==> src/core/tcc_regs.svh <==
// Register map, field positions and reset values of the capture/compare timer.
// Assumes a 32-bit AXI4-Lite bus; each byte register sits in one aligned word.
`ifndef TCC_REGS_SVH
`define TCC_REGS_SVH
// Register indices; byte address is four times the index
`define TCC_IDX_CNT_HI 12'hf00
`define TCC_IDX_CNT_LO 12'hf01
`define TCC_IDX_RLD_HI 12'hf02
`define TCC_IDX_RLD_LO 12'hf03
`define TCC_IDX_CAP_HI 12'hf04
`define TCC_IDX_CAP_LO 12'hf05
`define TCC_IDX_CTL2 12'hf06
`define TCC_IDX_CTL 12'hf07
// Control fields
`define TCC_CTL_EN 7
`define TCC_CTL_POL 6
`define TCC_CTL_PRE_LSB 3
`define TCC_CTL_MODE_LSB 0
`define TCC_CTL2_MODE_HI 7
`define TCC_CTL2_SRC_LSB 5
`define TCC_CTL2_OUT_EN 4
`define TCC_CTL2_CAUSE 0
// Reset and restart values
`define TCC_CNT_RST 16'h0001
`define TCC_RLD_RST 16'hffff
`define TCC_CAP_RST 16'h0000
`define TCC_RESTART 16'h0001
`define TCC_CTL_RST 8'h00
`define TCC_CTL2_RST 8'h00
`endif

==> src/core/tcc_pkg.sv <==
// Types of the capture/compare timer.
// Assumes the register constants of tcc_regs.svh.
package tcc_pkg;
   typedef enum logic [3:0] {
      TCC_M_CAPTURE = 4'h3,
      TCC_M_COMPARE = 4'h5,
      TCC_M_GATED = 4'h6,
      TCC_M_RESTART = 4'h8
   } tcc_mode_t;
   typedef enum logic [1:0] {
      TCC_SRC_BOTH = 2'h0,
      TCC_SRC_INPUT = 2'h1,
      TCC_SRC_RELOAD = 2'h2,
      TCC_SRC_ALSO = 2'h3
   } tcc_src_t;
   typedef struct packed {
      logic en;
      logic pol;
      logic [2:0] pre;
      logic [2:0] mode;
   } tcc_ctl_t;
   typedef struct packed {
      logic mode_hi;
      logic [1:0] src;
      logic out_en;
      logic [3:0] rsv;
   } tcc_ctl2_t;
endpackage

==> src/core/tcc_timer.sv <==
// 16-bit capture/compare/gated timer with an AXI4-Lite register slave.
// Assumes one clock clk_sys, synchronous low reset, asynchronous timer pin.
//
// Function
// - Capture mode copies count into capture pair on selected input edge.
// - Input polarity bit picks rising or falling capture edge.
// - Capture raises interrupt, sets capture cause flag, count keeps running.
// - Capture mode reaching reload raises interrupt, counting continues.
// - Reload interrupt in capture mode clears capture cause flag.
// - Interrupt source select restricts capture-mode interrupt to capture or reload.
// - Restart mode capture raises interrupt, sets flag, count restarts at one.
// - Restart mode reaching compare raises interrupt, restarts at one, clears flag.
// - Restart mode needs the mode high bit in second control register.
// - Compare mode match raises interrupt, counting continues without restart.
// - Compare match toggles timer output when output function enabled.
// - Compare mode wraps from FFFFH to 0000H.
// - Timer output starts at level programmed while timer disabled.
// - Gated mode counts only while input is at active level.
// - Gated mode interrupts on input deassertion and on reload.
// - Gated reload raises interrupt and restarts count at one.
// - Gated reload toggles timer output when output function enabled.
// - Written start count serves first pass only in gated and restart modes; later passes start at one.
// - Interrupt source select restricts gated interrupt to deassertion or reload.
// - Enabled count high read latches low byte for following low read.
// - Reload high write is held until reload low write updates both.
//
// Added by the designer: the AXI4-Lite interface to the registers and the register offsets.
`timescale 1ns/10ps
`include "tcc_regs.svh"
module tcc_timer #(
   parameter int CNT_W = 16,
   parameter int ADDR_W = 14
) (
   input wire logic clk_sys,
   input wire logic rstn,
   input wire logic [ADDR_W-1:0] s_axi_awaddr,
   input wire logic s_axi_awvalid,
   output logic s_axi_awready,
   input wire logic [31:0] s_axi_wdata,
   input wire logic [3:0] s_axi_wstrb,
   input wire logic s_axi_wvalid,
   output logic s_axi_wready,
   output logic [1:0] s_axi_bresp,
   output logic s_axi_bvalid,
   input wire logic s_axi_bready,
   input wire logic [ADDR_W-1:0] s_axi_araddr,
   input wire logic s_axi_arvalid,
   output logic s_axi_arready,
   output logic [31:0] s_axi_rdata,
   output logic [1:0] s_axi_rresp,
   output logic s_axi_rvalid,
   input wire logic s_axi_rready,
   input wire logic tmr_in,
   output logic tmr_out,
   output logic tmr_out_oe,
   output logic tmr_irq
);
   generate
      if (CNT_W != 16 || ADDR_W < 14) begin : g_chk
         $error("tcc_timer serves only CNT_W 16 and ADDR_W of 14 or more");
      end
   endgenerate
   tcc_pkg::tcc_ctl_t ctl_r;
   tcc_pkg::tcc_ctl2_t ctl2_r;
   logic [15:0] cnt_r, cnt_nxt, rld_r, cap_r;
   logic [7:0] rld_hold_r, lo_hold_r, pre_r, pre_mask;
   logic flag_r, irq_r, tout_r, oe_r;
   logic tin_s1_r, tin_s2_r, tin_d_r;
   logic awready_r, bvalid_r, arready_r, rvalid_r;
   logic [1:0] bresp_r, rresp_r;
   logic [31:0] rdata_r;
   logic wr_en, rd_en, wr_ok, rd_ok;
   logic [11:0] wr_idx, rd_idx;
   logic [7:0] wb;
   logic [3:0] mode;
   logic tick, act, cap_edge, deassert, cap_ev, rel_ev, cap_mode, cnt_wr;
   logic irq_nxt, toggle, src_in, src_rel;
   // Bus slave
   assign wr_en = s_axi_awvalid && s_axi_wvalid && awready_r;
   assign rd_en = s_axi_arvalid && arready_r;
   assign wr_idx = s_axi_awaddr[13:2];
   assign rd_idx = s_axi_araddr[13:2];
   assign wb = s_axi_wdata[7:0];
   assign wr_ok = wr_idx >= `TCC_IDX_CNT_HI && wr_idx <= `TCC_IDX_CTL;
   assign rd_ok = rd_idx >= `TCC_IDX_CNT_HI && rd_idx <= `TCC_IDX_CTL;

   always_ff @(posedge clk_sys) begin
      if (!rstn) begin
         awready_r <= 1'b0;
         bvalid_r <= 1'b0;
         bresp_r <= 2'h0;
      end else begin
         awready_r <= s_axi_awvalid && s_axi_wvalid && !awready_r && !bvalid_r;
         if (wr_en) begin
            bvalid_r <= 1'b1;
            bresp_r <= wr_ok ? 2'h0 : 2'h2;
         end else if (s_axi_bready) begin
            bvalid_r <= 1'b0;
         end
      end
   end

   always_ff @(posedge clk_sys) begin
      if (!rstn) begin
         arready_r <= 1'b0;
         rvalid_r <= 1'b0;
         rresp_r <= 2'h0;
         rdata_r <= 32'h0;
      end else begin
         arready_r <= s_axi_arvalid && !arready_r && !rvalid_r;
         if (rd_en) begin
            rvalid_r <= 1'b1;
            rresp_r <= rd_ok ? 2'h0 : 2'h2;
            case (rd_idx)
               `TCC_IDX_CNT_HI: rdata_r <= {24'h0, cnt_r[15:8]};
               `TCC_IDX_CNT_LO: rdata_r <= {24'h0, ctl_r.en ? lo_hold_r : cnt_r[7:0]};
               `TCC_IDX_RLD_HI: rdata_r <= {24'h0, rld_r[15:8]};
               `TCC_IDX_RLD_LO: rdata_r <= {24'h0, rld_r[7:0]};
               `TCC_IDX_CAP_HI: rdata_r <= {24'h0, cap_r[15:8]};
               `TCC_IDX_CAP_LO: rdata_r <= {24'h0, cap_r[7:0]};
               `TCC_IDX_CTL2: rdata_r <= {24'h0, ctl2_r[7:1], flag_r};
               `TCC_IDX_CTL: rdata_r <= {24'h0, ctl_r};
               default: rdata_r <= 32'h0;
            endcase
         end else if (s_axi_rready) begin
            rvalid_r <= 1'b0;
         end
      end
   end
   always_ff @(posedge clk_sys) begin
      if (!rstn) begin
         lo_hold_r <= 8'h00;
      end else if (rd_en && rd_idx == `TCC_IDX_CNT_HI && ctl_r.en) begin
         lo_hold_r <= cnt_r[7:0];
      end
   end
   // Control registers
   always_ff @(posedge clk_sys) begin
      if (!rstn) begin
         ctl_r <= `TCC_CTL_RST;
         ctl2_r <= `TCC_CTL2_RST;
      end else if (wr_en && s_axi_wstrb[0]) begin
         if (wr_idx == `TCC_IDX_CTL) begin
            ctl_r <= wb;
         end
         if (wr_idx == `TCC_IDX_CTL2) begin
            ctl2_r <= {wb[7:4], 4'h0};
         end
      end
   end
   always_ff @(posedge clk_sys) begin
      if (!rstn) begin
         rld_hold_r <= 8'(`TCC_RLD_RST >> 8);
         rld_r <= `TCC_RLD_RST;
      end else if (wr_en && s_axi_wstrb[0]) begin
         if (wr_idx == `TCC_IDX_RLD_HI) begin
            rld_hold_r <= wb;
         end
         if (wr_idx == `TCC_IDX_RLD_LO) begin
            rld_r <= {rld_hold_r, wb};
         end
      end
   end
   // Input pin synchroniser
   always_ff @(posedge clk_sys) begin
      if (!rstn) begin
         tin_s1_r <= 1'b0;
         tin_s2_r <= 1'b0;
         tin_d_r <= 1'b0;
      end else begin
         tin_s1_r <= tmr_in;
         tin_s2_r <= tin_s1_r;
         tin_d_r <= tin_s2_r;
      end
   end
   assign mode = {ctl2_r.mode_hi, ctl_r.mode};
   assign cap_mode = mode == tcc_pkg::TCC_M_CAPTURE || mode == tcc_pkg::TCC_M_RESTART;
   assign act = tin_s2_r == ctl_r.pol;
   assign cap_edge = ctl_r.pol ? (tin_s2_r && !tin_d_r) : (!tin_s2_r && tin_d_r);
   assign deassert = tin_d_r == ctl_r.pol && !act;
   assign cap_ev = ctl_r.en && cap_mode && cap_edge;
   assign pre_mask = ~(8'hff << ctl_r.pre);
   assign tick = ctl_r.en && (pre_r & pre_mask) == pre_mask
      && (mode != tcc_pkg::TCC_M_GATED || act);
   assign rel_ev = tick && cnt_r == rld_r;
   assign cnt_wr = wr_en && s_axi_wstrb[0]
      && (wr_idx == `TCC_IDX_CNT_HI || wr_idx == `TCC_IDX_CNT_LO);
   always_ff @(posedge clk_sys) begin
      if (!rstn) begin
         pre_r <= 8'h00;
      end else if (!ctl_r.en || tick) begin
         pre_r <= 8'h00;
      end else begin
         pre_r <= pre_r + 8'h01;
      end
   end

   always_comb begin
      cnt_nxt = cnt_r;
      case (mode)
         tcc_pkg::TCC_M_RESTART: begin
            if (cap_ev) begin
               cnt_nxt = `TCC_RESTART;
            end else if (rel_ev) begin
               cnt_nxt = `TCC_RESTART;
            end else if (tick) begin
               cnt_nxt = cnt_r + 16'h0001;
            end
         end
         tcc_pkg::TCC_M_GATED: begin
            if (rel_ev) begin
               cnt_nxt = `TCC_RESTART;
            end else if (tick) begin
               cnt_nxt = cnt_r + 16'h0001;
            end
         end
         tcc_pkg::TCC_M_CAPTURE, tcc_pkg::TCC_M_COMPARE: begin
            if (tick) begin
               cnt_nxt = cnt_r + 16'h0001;
            end
         end
         default: cnt_nxt = cnt_r;
      endcase
      if (cnt_wr && wr_idx == `TCC_IDX_CNT_HI) begin
         cnt_nxt[15:8] = wb;
      end
      if (cnt_wr && wr_idx == `TCC_IDX_CNT_LO) begin
         cnt_nxt[7:0] = wb;
      end
   end

   always_ff @(posedge clk_sys) begin
      if (!rstn) begin
         cnt_r <= `TCC_CNT_RST;
      end else begin
         cnt_r <= cnt_nxt;
      end
   end
   // capture copy, capture wins over a clearing write
   always_ff @(posedge clk_sys) begin
      if (!rstn) begin
         cap_r <= `TCC_CAP_RST;
      end else if (cap_ev) begin
         cap_r <= cnt_r;
      end else if (wr_en && s_axi_wstrb[0] && wr_idx == `TCC_IDX_CAP_HI) begin
         cap_r[15:8] <= wb;
      end else if (wr_en && s_axi_wstrb[0] && wr_idx == `TCC_IDX_CAP_LO) begin
         cap_r[7:0] <= wb;
      end
   end
   always_ff @(posedge clk_sys) begin
      if (!rstn) begin
         flag_r <= 1'b0;
      end else if (cap_ev) begin
         flag_r <= 1'b1;
      end else if (cap_mode && rel_ev) begin
         flag_r <= 1'b0;
      end
   end
   assign src_in = ctl2_r.src != tcc_pkg::TCC_SRC_RELOAD;
   assign src_rel = ctl2_r.src != tcc_pkg::TCC_SRC_INPUT;
   always_comb begin
      irq_nxt = 1'b0;
      case (mode)
         tcc_pkg::TCC_M_CAPTURE, tcc_pkg::TCC_M_RESTART:
            irq_nxt = (cap_ev && src_in) || (rel_ev && src_rel);
         tcc_pkg::TCC_M_GATED:
            irq_nxt = (ctl_r.en && deassert && src_in) || (rel_ev && src_rel);
         tcc_pkg::TCC_M_COMPARE: irq_nxt = rel_ev;
         default: irq_nxt = 1'b0;
      endcase
   end

   always_ff @(posedge clk_sys) begin
      if (!rstn) begin
         irq_r <= 1'b0;
      end else begin
         irq_r <= irq_nxt;
      end
   end
   assign toggle = ctl2_r.out_en && rel_ev
      && (mode == tcc_pkg::TCC_M_COMPARE || mode == tcc_pkg::TCC_M_GATED);
   always_ff @(posedge clk_sys) begin
      if (!rstn) begin
         tout_r <= 1'b0;
         oe_r <= 1'b0;
      end else begin
         oe_r <= ctl2_r.out_en;
         if (!ctl_r.en) begin
            tout_r <= ctl_r.pol;
         end else if (toggle) begin
            tout_r <= !tout_r;
         end
      end
   end

   assign s_axi_awready = awready_r;
   assign s_axi_wready = awready_r;
   assign s_axi_bvalid = bvalid_r;
   assign s_axi_bresp = bresp_r;
   assign s_axi_arready = arready_r;
   assign s_axi_rvalid = rvalid_r;
   assign s_axi_rresp = rresp_r;
   assign s_axi_rdata = rdata_r;
   assign tmr_out = tout_r;
   assign tmr_out_oe = oe_r;
   assign tmr_irq = irq_r;
endmodule

==> config.mk <==
export PLATFORM = sky130hd
export DESIGN_NAME = tcc_timer
export DESIGN_NICKNAME = d
export VERILOG_FILES = /design/src/core/tcc_pkg.sv /design/src/core/tcc_timer.sv
export VERILOG_INCLUDE_DIRS = /design/src /design/src/core
export SDC_FILE = /design/constraint.sdc
export NUM_CORES = 1
export LEC_CHECK = 0
export BUFFER_PORTS_ARGS = -buffer_cell sky130_fd_sc_hd__buf_2
export CAP_MARGIN = 20
export CORE_MARGIN = 3
export CORE_UTILIZATION = 60
export DETAILED_ROUTE_END_ITERATION = 10
export PLACE_DENSITY = 0.9
export REMOVE_ABC_BUFFERS = 1
export SYNTH_ARGS = -nofsm -noshare
export SYNTH_HDL_FRONTEND = slang
export SYNTH_SLANG_ARGS = --single-unit
==> constraint.sdc <==
create_clock -name clk_sys -period 6.5 [get_ports clk_sys]
set_clock_uncertainty 0.1 [all_clocks]
set_input_delay 1.3 -clock clk_sys [delete_from_list [all_inputs] [get_ports clk_sys]]
set_output_delay 1.3 -clock clk_sys [all_outputs]
set_load 0.01 [all_outputs]
**Word-level counts from Yosys, hierarchy flattened**

Cells that the tools add are included.
Widths: inputs -> output; s select.

- Order comparisons: 4
- Shift operators: 1
- Reduce and logical (&&, ||, !) cells: 63
- Eq/ne operators: 29
- Mux-type cells: 24
- Bitwise operators: 3
- $add $sub $neg: 2

Operators with widths:

| operator | count |
|---|---|
| $eq 12x12->1 const B | 16 |
| $mux 16 | 4 |
| $pmux 8 s8 | 1 |
| $mux 8 | 6 |
| $pmux 16 s3 | 1 |
| $logic_and 1x1->1 | 32 |
| $ge 12x12->1 const B | 2 |
| $le 12x12->1 const B | 2 |
| $add 16x1->16 const B | 1 |
| $eq 16x16->1 | 1 |
| $reduce_and 2->1 | 5 |
| $reduce_bool 2->1 | 5 |
| $logic_not 1->1 | 9 |
| $mux 1 | 9 |
| $add 8x1->8 const B | 1 |
| $and 8x8->8 | 1 |
| $eq 4x3->1 const B | 2 |
| $eq 8x8->1 | 1 |
| $not 8->8 | 1 |
| $reduce_bool 4->1 | 2 |
| $shl 8x3->8 const A | 1 |
| $logic_or 1x1->1 | 7 |
| $reduce_or 2->1 | 3 |
| $eq 4x2->1 const B | 1 |
| other kinds (8) | 12 |

- Input bits: 72
- Logic and storage cells: 155
- Flip-flop bits (word level): 131
- Output and inout bits: 44

**Logic depth before layout (Yosys ltp)**

- Depth after elaboration: 11
- Depth in mapped cells: 9
- Depth with buffers taken out: 6

**Worst setup path after synthesis**

No wires, ideal clock.

- Path kind: input to register
- From: in s_axi_awaddr[5]
- To: reg cnt_r[2]
- Arrival time: 2859 ps
- Cell stages on the path: 7
- Library setup time: 86 ps
- Setup slack: 3455 ps
- Data required time: 6314 ps
- Path through: or3_4 -> nor4_4 -> and2_0 -> buf_2 -> a32o_1 -> o21ba_1 -> a211oi_1

- Word-level cells in the longest chain between the ends: 5
- Elaborated cells between the ends (all ways): 7

Ends and longest elaborated chain:

| what | line | source |
|---|---|---|
| start, declared | tcc_timer.sv:36 | `input wire logic [ADDR_W-1:0] s_axi_awaddr,` |
| $eq 12x12->1 (no source line) | - |  |
| $logic_or 1x1->1 (no source line) | - |  |
| $logic_and 1x1->1 | tcc_timer.sv:186 | `assign cnt_wr = wr_en && s_axi_wstrb[0]` |
| $logic_and 1x1->1 (no source line) (*) | - |  |
| $reduce_bool 4->1 (no source line) or $mux 8 (tied branches) | - |  |
| end signal, assigned | tcc_timer.sv:234 | `` cnt_r <= `TCC_CNT_RST; `` |
| end signal, assigned | tcc_timer.sv:236 | `cnt_r <= cnt_nxt;` |
| end, declared | tcc_timer.sv:65 | `logic [15:0] cnt_r, cnt_nxt, rld_r, cap_r;` |

Every way passes the cells marked *; elsewhere a longest branch is shown, timed or not.
A chain may end at the register's enable or synchronous reset.

**Final worst setup path**

- From: in s_axi_awaddr[5]
- To: reg cnt_r[8]

- Word-level cells in the longest chain between the ends: 5
- Elaborated cells between the ends (all ways): 7

Ends and longest elaborated chain:

| what | line |
|---|---|
| $eq 12x12->1 (no source line) | - |
| $logic_or 1x1->1 (no source line) | - |
| $logic_and 1x1->1 | tcc_timer.sv:186 |
| $logic_and 1x1->1 (no source line) (*) | - |
| $reduce_bool 4->1 (no source line) or $mux 8 (tied branches) | - |

Marks and branches as above.

==> key figures <==
Die
  – # IOs: 116
  – Die height: 104.0 um
  – Core ar.: 9284 um^2
  – Die width: 104.0 um
  – Starting Density: 0.6213
  – Row cnt: 35
  – Die area: 10830 um^2

Final layout
  – N_diodes: 0
  – Finished Layout Cells: 881
  – Most frequent cells in the layout: nand2_1 (151), dfxtp_1 (104), buf_2 (58), nor2_1 (53), nand3_1 (50)
  – Post-route core utilization: 0.6586
  – Fillers: 755
  – Final #Nets: 821
  – Fin area: 6115 um^2
  – Layout cell share with drive strength beyond 1: 0.1316
  – Commonest non-fill, non-tap cell in the layout: nand2_1
  – Layout Area Growth over Synthesis: 6.009%

Synthesis
  – Synthesized area per cell: 7.837 um^2
  – Post-synth EDFFs: 0
  – Post-synthesis cell type count: 63
  – Fraction of the yosys area taken by sequential cells: 0.3610
  – #FFs+latches synth: 104
  – Cell Area, Synth: 5768 um^2
  – Yosys warnings: 0
  – Post-Syn Instances: 736
  – Commonest register cell after synthesis: dfxtp_1
  – Async S/R FF share, synth: 0

Run
  – Max cap viols: 0

Global route
  – First-pass GRT wire length: 25.78 mm
  – Pin count of the biggest net entering global routing: 68
  – Initial antenna violation count: 0
  – Total grt overflow: 0
  – Global Route Usage Sum: 0.2908
  – Vias in the first global route: 5281

Clock tree
  – TritonCTS clock tree: yes
  – Post-CTS setup buffers: 0
  – Clock root buffer: clkbuf_8
  – Num CTS Buffers: 9
  – Hold Buf Count CTS: 0
  – CTS Buffer Depth: 2
  – Clock Sinks: 104
  – # resized after CTS: 0
  – Clock Latency Late Sink: 0.38 ns
  – H-tree levels: 3
  – CTS clk-pin slew, worst paths: 0.10 ns

STA
  – Setup TNS: 0 ns
  – Setup violators final: 0
  – Final period util: 0.5212
  – Slew Limit Fails: 0
  – Rel. slew slack: 0.3904
  – Max frequency: 295.2 MHz
  – Worst-margin pin slew: 0.9110 ns
  – Endpoints failing hold: 0
  – RSZ-0062 raised after global routing: false
  – Minimum clock period: 3.388 ns

Critical path
  – CP endpoint kind: flop
  – Crit path max-delay family: simple AND/OR/NAND/NOR gates
  – WP buf/inv: 1
  – CP Launch Type: primary input
  – Largest fanout on the critical path: 16
  – Crit path DAT: 3.54 ns
  – CP Cell Sequence: buf_2, or3_4, nor4_4, nand2_1, a41oi_2, o31ai_1
  – CP peak stage delay: 0.57 ns
  – CP Class: in -> reg
  – Critical-path top delay cell: a41oi_2
  – CP required: 6.65 ns

Pwr
  – Sequential share of power: 0.561
  – Part of the power in the clock network: 0.368
  – Internal power: 845.4 uW
  – Switching share of power: 0.2597
  – Total power: 1142 uW
  – NetSw: 296.6 uW
  – Peak supply drop: 0.1268 mV
  – Power Density: 186.8 nW/um^2
  – Comb pwr share: 0.071
  – Lkg Pwr: 0.002347 uW

Drt
  – Post-DR vias/cell: 6.348
  – Vias post-DR: 5593
  – DR iter-0 viols: 774
  – Drc violations: 0
  – Drt total wl: 15.79 mm
  – DR WL/cell: 17.92 um
  – Antenna-violating nets left: 0
  – Detailed Routing Iterations Pass 1: 7

Worst hold path
  – Hold Crit Class: reg -> reg

Placement
  – Final GP Congestion: 1.018
  – Placement-stage cell area: 5892 um^2
  – Port buffer count: 58
  – Placed instance count: 864
  – DP Wirelength: 10.93 mm

Run status
  – Status: finished clean
[flip-flops by register name (all words and copies together), names as in the netlist, 4 cells and up]
register     flops
rld_hold_r       8
rld_r           16
cnt_r           16
ctl2_r           4
s_axi_rdata      8
cap_r           16
ctl_r            8
pre_r            7
lo_hold_r        8
[per-layer routing]
metal / vias up / global-route usage / wire [um]
met5: - / 0 / 0
met4: 0 / 0.1387 / 886
met3: 101 / 0.07387 / 1905
met2: 388 / 0.4661 / 6929
met1: 2553 / 0.3664 / 6065
li1: 2551 / - / -
[synth_stat cells (all sizes together), types with 2 or more instances]
| library cell | n | area, um^2 |
|---|---|---|
| nand2 | 151 | 566.8 |
| dfxtp | 104 | 2082 |
| nor2 | 54 | 205.2 |
| nand3 | 51 | 260.3 |
| buf | 45 | 282.8 |
| clkbuf | 41 | 153.9 |
| a21oi | 35 | 178.9 |
| xnor2 | 22 | 192.7 |
| mux2i | 18 | 180.2 |
| nand4 | 18 | 112.6 |
| xor2 | 18 | 157.7 |
| a311oi | 17 | 148.9 |
| a22oi | 13 | 97.59 |
| o211ai | 13 | 97.59 |
| o31ai | 13 | 97.59 |
| inv | 10 | 37.54 |
| o21ai | 9 | 45.04 |
| and2 | 8 | 50.05 |
| mux2 | 8 | 90.09 |
| nor2b | 8 | 50.05 |
| nand2b | 7 | 43.79 |
| and3 | 6 | 37.54 |
| o22ai | 6 | 37.54 |
| a211oi | 5 | 37.54 |
| nor3 | 5 | 25.02 |
| nor4 | 5 | 61.31 |
| a31oi | 4 | 25.02 |
| a21boi | 3 | 22.52 |
| a21o | 3 | 22.52 |
| a221o | 2 | 20.02 |
| a221oi | 2 | 17.52 |
| a22o | 2 | 17.52 |
| a32o | 2 | 20.02 |
| and4 | 2 | 17.52 |
| ha | 2 | 25.02 |
| mux4 | 2 | 45.04 |
| nand3b | 2 | 15.01 |
| nand4b | 2 | 17.52 |
[power by group through the flow]
| stage | logic (uW) | clock network [uW] | registers, uW |
|---|---|---|---|
| global route | 86.5 | 443 | 641 |
| detailed placement | 76.8 | 0 | 655 |
| CTS | 77.1 | 418 | 640 |
| floorplan | 33.2 | 0 | 656 |
| global placement | 74.7 | 0 | 655 |
| finish | 81.2 | 420 | 640 |
[layout make-up]
class                           count  area, um^2  area share
Clock inverter                      7       78.83     0.01289
Tap cell                          129       161.4     0.02640
Inverter                           10       37.54    0.006139
Multi-Input combinational cell    561        3306      0.5406
Timing Repair Buffer               61       325.3     0.05320
Sequential cell                   104        2082      0.3405
Clock buffer                        9       123.9     0.02026
[final timing paths]
kind | start | end | slack (ns) | depth (start not counted)
hold / removal | tin_s1_r | tin_s2_r | 0.35 | 1
setup / recovery | s_axi_awaddr[5] | cnt_r[8] | 3.11 | 6
setup reg to reg | ctl2_r[7] | cnt_r[6] | 3.39 | 6
hold reg to reg | tin_s1_r | tin_s2_r | 0.35 | 1
[metrics by stage]
step                      hold WS (ns)  setup slack [ns]
final                           0.3455             3.112
after global routing            0.3692             2.900
after CTS                       0.3451             3.101
after detailed placement        0.3231             2.677
after global placement          0.3156             2.766
after floorplan                 0.3118             3.225
[logic make-up (layout without fill, tap and decap cells)]
logic type / Yosys count / in the layout / share of synthesized area
simple gates: 328 / 328 / 0.2690
compound gates: 137 / 137 / 0.1675
flops: 104 / 104 / 0.3610
buf+inv: 96 / 87 / 0.08221
xor+xnor: 40 / 40 / 0.06074
mux: 28 / 28 / 0.05466
fa+ha+maj: 2 / 2 / 0.004338
other cells: 1 / 26 / 0.0006501
Note: power is estimated with default switching activity, not from simulation.
